===== src/common/sor_consts.svh =====
`ifndef SOR_CONSTS_SVH
`define SOR_CONSTS_SVH

// Delay chain and word geometry
`define SOR_TAPS 8
`define SOR_WORD_BITS 10
`define SOR_SHIFT_BITS 24
// Comma symbol, both running disparities, first bit in time at MSB
`define SOR_COMMA_NEG 10'h0fa
`define SOR_COMMA_POS 10'h305
// Confirmation window for the two-comma framing mode, in words
`define SOR_SYNC_WINDOW 3'h5
// Reset values
`define SOR_IDX_RST 3'h3
`define SOR_CNT_RST 4'h0

`endif


===== src/common/sor_pkg.sv =====
package sor_pkg;

   typedef enum logic [1:0] {
      ST_TWO = 2'b00,
      ST_ONE = 2'b01,
      ST_THREE = 2'b10
   } sor_pick_type;

   typedef enum logic [1:0] {
      LK_HUNT = 2'b00,
      LK_CAND = 2'b01,
      LK_LOCKED = 2'b10
   } sor_lock_type;

endpackage : sor_pkg


===== src/sor_word_recovery.sv =====
// What this block does
// Far transmitter sends the serial stream at nominal 270 Mb/s.
// Recovered bits are aligned to the word boundary before hand-off.
// One clock synth unit gives the receive clock and its inverse.
// That single clock synth unit serves every receiver channel.
// Sampling point is monitored continuously for needed adjustment.
// Many samples per period; edges located; sample point kept away.
// Two delay chains of eight stages, eight copies each.
// Each chain captures alternate bits, at half line rate.
// One chain on positive phase, other on inverted phase.
// Inverted-phase samples move to positive phase before use.
// Edges come from XOR of neighbouring sample pairs.
// A state machine reads edges and decides on moving the point.
// Two bits per cycle normally; three when the line runs fast.
// One bit in a cycle when the line runs slow.
// The comma symbol marks the word boundary.
// Mode 0 locks on first comma; mode 1 needs two in five words.
// One to three bits per cycle pack into 10-bit words with strobe.
// Sampling point moves at most one position per decision.
`timescale 1ns/1ps
`include "sor_consts.svh"

module sor_word_recovery
   import sor_pkg::*;
(
   input wire logic MCLK,
   input wire logic SYS_RST,
   input wire logic [7:0] TAP_IN,
   input wire logic SYNC_MODE,
   output logic [9:0] WORD_OUT,
   output logic WORD_VALID,
   output logic LOCKED,
   output logic [2:0] SAMPLE_POS
);

   // clock synth unit
   // shared by channels; a multi-channel top would hoist these two nets
   logic sample_clk_pos_phase;
   logic sample_clk_neg_phase;
   assign sample_clk_pos_phase = MCLK;
   assign sample_clk_neg_phase = ~MCLK;

   logic [7:0] pos_q, pos_d, neg_q, neg_d, negx_q, negx_d;
   // eight-stage capture
   // alternate bits per chain
   always_comb begin
      pos_d = TAP_IN;
      neg_d = TAP_IN;
      // cross to positive phase
      negx_d = neg_q;
   end
   // positive phase chain
   always_ff @(posedge sample_clk_pos_phase) begin
      pos_q <= SYS_RST ? 8'h00 : pos_d;
      negx_q <= SYS_RST ? 8'h00 : negx_d;
   end
   // inverted phase chain
   always_ff @(posedge sample_clk_neg_phase) begin
      neg_q <= SYS_RST ? 8'h00 : neg_d;
   end

   // neighbour XOR edges
   logic [6:0] edges;
   assign edges = (pos_q[6:0] ^ pos_q[7:1]) | (negx_q[6:0] ^ negx_q[7:1]);

   logic [2:0] idx_q, idx_d;
   sor_pick_type pick_q, pick_d;
   logic edge_l, edge_r;
   // decision every cycle
   // point adjust machine
   always_comb begin
      idx_d = idx_q;
      pick_d = ST_TWO;
      edge_l = (idx_q != 3'h0) && edges[idx_q - 3'h1];
      edge_r = (idx_q != 3'h7) && edges[idx_q];
      // step away from edges
      // single position step
      if (edge_r && !edge_l) begin
         idx_d = idx_q - 3'h1;
         // wrap earlier, take three
         if (idx_q == 3'h0) begin
            pick_d = ST_THREE;
         end
      end else if (edge_l && !edge_r) begin
         idx_d = idx_q + 3'h1;
         // wrap later, take one
         if (idx_q == 3'h7) begin
            pick_d = ST_ONE;
         end
      end
   end
   always_ff @(posedge MCLK) begin
      if (SYS_RST) begin
         idx_q <= `SOR_IDX_RST;
         pick_q <= ST_TWO;
      end else begin
         idx_q <= idx_d;
         pick_q <= pick_d;
      end
   end

   // Bit extraction and word packing
   logic [23:0] sr_q, sr_d;
   logic [3:0] cnt_q, cnt_d;
   logic [1:0] nb;
   logic [3:0] tot;
   logic [3:0] ex;
   logic [9:0] win;
   logic comma_hit;
   logic [3:0] comma_k;
   sor_lock_type lock_q, lock_d;
   logic [2:0] wcnt_q, wcnt_d;
   logic [9:0] word_q, word_d;
   logic wval_q, wval_d;
   logic locked_q, locked_d;

   always_comb begin
      sr_d = sr_q;
      nb = 2'h2;
      // Inverted-phase copy is the older bit of each pair, so it goes first
      // normal two, occasional three
      // occasional one
      unique case (pick_q)
         ST_TWO: sr_d = {sr_q[21:0], negx_q[idx_q], pos_q[idx_q]};
         ST_ONE: begin
            nb = 2'h1;
            sr_d = {sr_q[22:0], pos_q[idx_q]};
         end
         ST_THREE: begin
            nb = 2'h3;
            // Least delayed tap already shows the next bit
            sr_d = {sr_q[20:0], negx_q[idx_q], pos_q[idx_q], pos_q[0]};
         end
         default: sr_d = {sr_q[21:0], negx_q[idx_q], pos_q[idx_q]};
      endcase
      // comma search on new windows
      comma_hit = 1'b0;
      comma_k = 4'h0;
      for (int k = 0; k < 3; k++) begin
         win = sr_d[k +: 10];
         if ((k < int'(nb)) && !comma_hit &&
             (win == `SOR_COMMA_NEG || win == `SOR_COMMA_POS)) begin
            comma_hit = 1'b1;
            comma_k = 4'(k);
         end
      end
      // accumulate into words
      tot = cnt_q + 4'(nb);
      ex = tot - 4'ha;
      cnt_d = tot;
      word_d = word_q;
      wval_d = 1'b0;
      lock_d = lock_q;
      wcnt_d = wcnt_q;
      if (tot >= 4'ha) begin
         cnt_d = ex;
         word_d = sr_d[ex +: 10];
         wval_d = (lock_q == LK_LOCKED);
         if (lock_q == LK_CAND) begin
            wcnt_d = wcnt_q + 3'h1;
         end
      end
      // framing qualifier
      // realign while hunting
      unique case (lock_q)
         LK_HUNT: if (comma_hit) begin
            cnt_d = comma_k;
            word_d = sr_d[comma_k +: 10];
            wcnt_d = 3'h0;
            lock_d = SYNC_MODE ? LK_CAND : LK_LOCKED;
            wval_d = !SYNC_MODE;
         end
         LK_CAND: if (tot >= 4'ha && (word_d == `SOR_COMMA_NEG ||
                                      word_d == `SOR_COMMA_POS)) begin
            lock_d = LK_LOCKED;
            wval_d = 1'b1;
         end else if (wcnt_d >= `SOR_SYNC_WINDOW) begin
            lock_d = LK_HUNT;
         end
         LK_LOCKED: lock_d = LK_LOCKED;
         default: lock_d = LK_HUNT;
      endcase
      // Registered copy keeps the pin off the state decode
      locked_d = (lock_d == LK_LOCKED);
   end
   always_ff @(posedge MCLK) begin
      if (SYS_RST) begin
         sr_q <= 24'h00_0000;
         cnt_q <= `SOR_CNT_RST;
         lock_q <= LK_HUNT;
         wcnt_q <= 3'h0;
         word_q <= 10'h000;
         wval_q <= 1'b0;
         locked_q <= 1'b0;
      end else begin
         sr_q <= sr_d;
         cnt_q <= cnt_d;
         lock_q <= lock_d;
         wcnt_q <= wcnt_d;
         word_q <= word_d;
         wval_q <= wval_d;
         locked_q <= locked_d;
      end
   end

   // Outputs straight from flip-flops
   assign WORD_OUT = word_q;
   assign WORD_VALID = wval_q;
   assign LOCKED = locked_q;
   assign SAMPLE_POS = idx_q;

   step_one_a: assert property (
      @(posedge MCLK) disable iff (SYS_RST)
      ##1 ((idx_q - $past(idx_q)) inside {3'h0, 3'h1, 3'h7}))
      else $error("Sampling point jumped by more than one");
   pick_three_a: assert property (
      @(posedge MCLK) disable iff (SYS_RST)
      (pick_q == ST_THREE) |-> (idx_q == 3'h7 && $past(idx_q) == 3'h0))
      else $error("Three-bit pick without earlier wrap");
   pick_one_a: assert property (
      @(posedge MCLK) disable iff (SYS_RST)
      (pick_q == ST_ONE) |-> (idx_q == 3'h0 && $past(idx_q) == 3'h7))
      else $error("One-bit pick without later wrap");
   edge_move_a: assert property (
      @(posedge MCLK) disable iff (SYS_RST)
      (edge_r && !edge_l) |=> (idx_q == $past(idx_q) - 3'h1))
      else $error("Point did not retreat from edge");
   neg_xfer_a: assert property (
      @(posedge MCLK) disable iff (SYS_RST)
      ##1 (negx_q == $past(neg_q)))
      else $error("Inverted-phase samples not transferred");
   word_gap_a: assert property (
      @(posedge MCLK) disable iff (SYS_RST)
      (WORD_VALID && $past(LOCKED)) |=> !WORD_VALID [*2])
      else $error("Words closer than ten bits allow");
   mode_zero_a: assert property (
      @(posedge MCLK) disable iff (SYS_RST)
      (lock_q == LK_HUNT && comma_hit && !SYNC_MODE) |=>
      (LOCKED && WORD_VALID))
      else $error("Mode 0 did not lock on first comma");
   mode_one_a: assert property (
      @(posedge MCLK) disable iff (SYS_RST)
      (lock_q == LK_HUNT && comma_hit && SYNC_MODE) |=>
      (lock_q == LK_CAND && !WORD_VALID))
      else $error("Mode 1 locked on a single comma");
   cand_window_a: assert property (
      @(posedge MCLK) disable iff (SYS_RST)
      (lock_q == LK_CAND) |-> (wcnt_q < `SOR_SYNC_WINDOW))
      else $error("Candidate held past five words");
   valid_locked_a: assert property (
      @(posedge MCLK) disable iff (SYS_RST)
      WORD_VALID |-> LOCKED)
      else $error("Word handed on before alignment");

endmodule : sor_word_recovery


===== config.mk =====
export PLATFORM = sky130hd
export DESIGN_NAME = sor_word_recovery
export DESIGN_NICKNAME = d
export VERILOG_FILES = /design/src/common/sor_pkg.sv /design/src/sor_word_recovery.sv
export VERILOG_INCLUDE_DIRS = /design/src /design/src/common
export SDC_FILE = /design/constraint.sdc
export NUM_CORES = 1
export LEC_CHECK = 0
export BUFFER_PORTS_ARGS = -buffer_cell sky130_fd_sc_hd__buf_2
export CAP_MARGIN = 20
export CORE_MARGIN = 2
export CORE_UTILIZATION = 35
export CTS_BUF_LIST = sky130_fd_sc_hd__clkbuf_16
export CTS_CLUSTER_DIAMETER = 80
export CTS_CLUSTER_SIZE = 16
export DETAILED_ROUTE_END_ITERATION = 6
export GPL_TIMING_DRIVEN = 0
export HOLD_SLACK_MARGIN = 0.03
export PLACE_DENSITY = 0.61
export SETUP_SLACK_MARGIN = 0.5
export SYNTH_ARGS = -nofsm -noshare
export SYNTH_HDL_FRONTEND = slang
export SYNTH_SLANG_ARGS = --single-unit

===== constraint.sdc =====
create_clock -name MCLK -period 8.65 [get_ports MCLK]
set_clock_uncertainty 0.15 [all_clocks]
set_input_delay 2.1625 -clock MCLK [delete_from_list [all_inputs] [get_ports MCLK]]
set_output_delay 2.1625 -clock MCLK [all_outputs]
set_load 0.02 [all_outputs]

==> results.json <==
{
  "num_vias": 5745,
  "setup_viol": 0,
  "worstPathRequired_ns": 4.43,
  "clkTransAtPathRegs_ns": 0.06,
  "drc": 0,
  "crit_path_end_kind": "flop",
  "drt_iter0_markers": 864,
  "pre_cts_ws_ns": 0.912,
  "crit_path_start_kind": "primary input",
  "final_net_count": 725,
  "cts_resized": 0,
  "die-width_um": 131,
  "drv_slew": 0,
  "path_class": "in -> reg",
  "syn_avg_cell_area_um2": 8.53,
  "initial_core_util_pct": 35.6,
  "ys_warn_count": 0,
  "finalHoldViolations": 0,
  "cts.root.buffer_cell": "clkbuf_16",
  "firstDrtPassIters": 6,
  "portBuffers": 24,
  "finalSetupTns_ns": 0,
  "synthFlopType": "dfxtp_1",
  "grt_setup_unrepaired": "no",
  "outcome": "finished, final reports clean",
  "min_path_type": "reg -> reg",
  "p_leak_uw": 0.00244,
  "cellPowerDensity_nw_per_um2": 327,
  "final_util_pct": 40.2,
  "detail-route-antenna-nets": 0,
  "synth_enable_flop_cells": 0,
  "row_count": 46,
  "viasPerCell": 6.24,
  "cts_tree": "done",
  "synthArstFlopShare_pct": 0,
  "netlist_area_um2": 5620,
  "wl_um": 19500,
  "timing.final.ws_setup_ns": 1.34,
  "synthesis.nets": 683,
  "tightest_slew_ns": 0.814,
  "cts.sinks": 72,
  "ir_drop_v": 0.000141,
  "slew_headroom_pct": 45.5,
  "grt_antenna_before_repair": 0,
  "place_area_um2": 6010,
  "grt-ovfl-total": 0,
  "cts_buffers": 9,
  "arrival_ns": 3.08,
  "grt_pass1_vias": 5389,
  "dp_hpwl_um": 14800,
  "yosys_register_bits": 72,
  "core_um2": 15800,
  "post-cts-setup-buffers": 0,
  "grt_max_degree": 15,
  "die_h_um": 131,
  "place.gp.congestion": 0.998,
  "holdPathStages": 2,
  "drv_cap": 0,
  "crit_fanout": 10,
  "htreeDepth": 3,
  "cts.path.max_buffers": 2,
  "wire_per_inst_um": 21.2,
  "diodes": 0,
  "hold_buffers": 0,
  "fin_area_um2": 6340,
  "grt_pass1_wl_um": 30400,
  "insertion_delay_ns": 0.40,
  "ys_types": 91,
  "synthCells": 658,
  "yosysSeqAreaShare_pct": 25.7,
  "io_pins": 26,
  "grt_util_all_layers_pct": 23.3,
  "rr_worst_depth": 23,
  "drive_gt1_share_pct": 17.3,
  "area_growth_pct": 12.9,
  "dieArea_um2": 17100
}
[routing by layer]
metal	vias to the layer above	routed length, um	track usage (%)
met5	-	0	0
met2	375	8460	35.2
li1	2600	-	-
met1	2690	8080	30.8
met4	0	928	11.8
met3	80	2060	6.15
[cells by family after synthesis]
family	Yosys count	synth area share, %
flip-flops	72	25.7
AO/OA/AOI/OAI	190	27.7
AND/OR/NAND/NOR	262	24.5
adder cells (fa/ha/maj)	14	3.25
multiplexers	32	9.60
buffers and inverters	68	5.84
XOR/XNOR	20	3.45
[cell type report]
cell class / count / area (um2)
clock buffers: 9 / 225
plain buffers: 47 / 246
fillers: 1659 / 9430
inverters: 20 / 77.6
clock inverters: 15 / 110
multi-input cells: 518 / 3850
well taps: 216 / 270
repair buffers: 24 / 120
flip-flops and latches: 72 / 1440
[synthesized netlist by cell type (6+ instances only)]
library cell / n / area share [%]
dfxtp_1: 72 / 26
nor2_1: 60 / 4.0
nand2_1: 43 / 2.9
nor2b_1: 32 / 3.6
nor3_1: 29 / 2.6
nand3_1: 25 / 2.2
clkbuf_1: 23 / 1.5
nand2b_1: 21 / 2.3
a21oi_1: 19 / 1.7
inv_1: 18 / 1.2
a211oi_1: 16 / 2.1
buf_2: 16 / 1.4
mux4_2: 16 / 6.4
o21ai_0: 16 / 1.4
xor2_1: 16 / 2.5
o211ai_1: 14 / 1.9
ha_1: 13 / 2.9
a221o_1: 12 / 2.1
a221oi_1: 12 / 1.9
a22o_1: 12 / 1.9
mux2i_1: 10 / 1.8
nor4_1: 8 / 0.89
and2_1: 7 / 0.78
o31ai_1: 7 / 0.94
o22ai_1: 6 / 0.67
[through the flow]
step                      total power, uW  instances  hold WS (ns)
after floorplan                      1300        658         0.300
after global placement               1640        898         0.316
after detailed placement             1630        898         0.321
after CTS                            2030        921         0.330
after global routing                 2190        921         0.353
final                                2070        921         0.328
[flip-flops by register name, indices dropped and copies added, names as in the netlist]
signal      cells
sr_q           22
WORD_OUT       10
neg_q           8
negx_q          8
pos_q           8
cnt_q           4
SAMPLE_POS      3
wcnt_q          3
lock_q          2
pick_q          2
LOCKED          1
WORD_VALID      1
[power breakdown]
group | internal (uW) | switching, uW
logic | 438 | 799
clock network | 234 | 172
registers | 381 | 47.6
total | 1050 | 1020
[final timing paths]
| kind | start | to | slack, ns |
|---|---|---|---|
| max reg2reg | pick_q[0] | lock_q[0] | 1.99 |
| max | SYS_RST | neg_q[6] | 1.34 |
| min | wcnt_q[1] | wcnt_q[1] | 0.33 |
| min reg2reg | wcnt_q[1] | wcnt_q[1] | 0.33 |
[worst max-delay path, cell delays in order]
cell and delay [ns]:
clkbuf_1 0.33, clkbuf_1 0.46, nor2b_1 0.13
[cells in the final DEF, fill, tap and decap left out, types with 19 or more instances in the layout]
cell type	Yosys	final
a21oi_1	19	19
buf_2	16	40
nor2_1	60	60
nand2b_1	21	21
dfxtp_1	72	72
inv_1	18	25
nor2b_1	32	32
clkbuf_1	23	23
nand2_1	43	43
nor3_1	29	29
nand3_1	25	25
No activity file was read; power rests on OpenSTA's default activity.
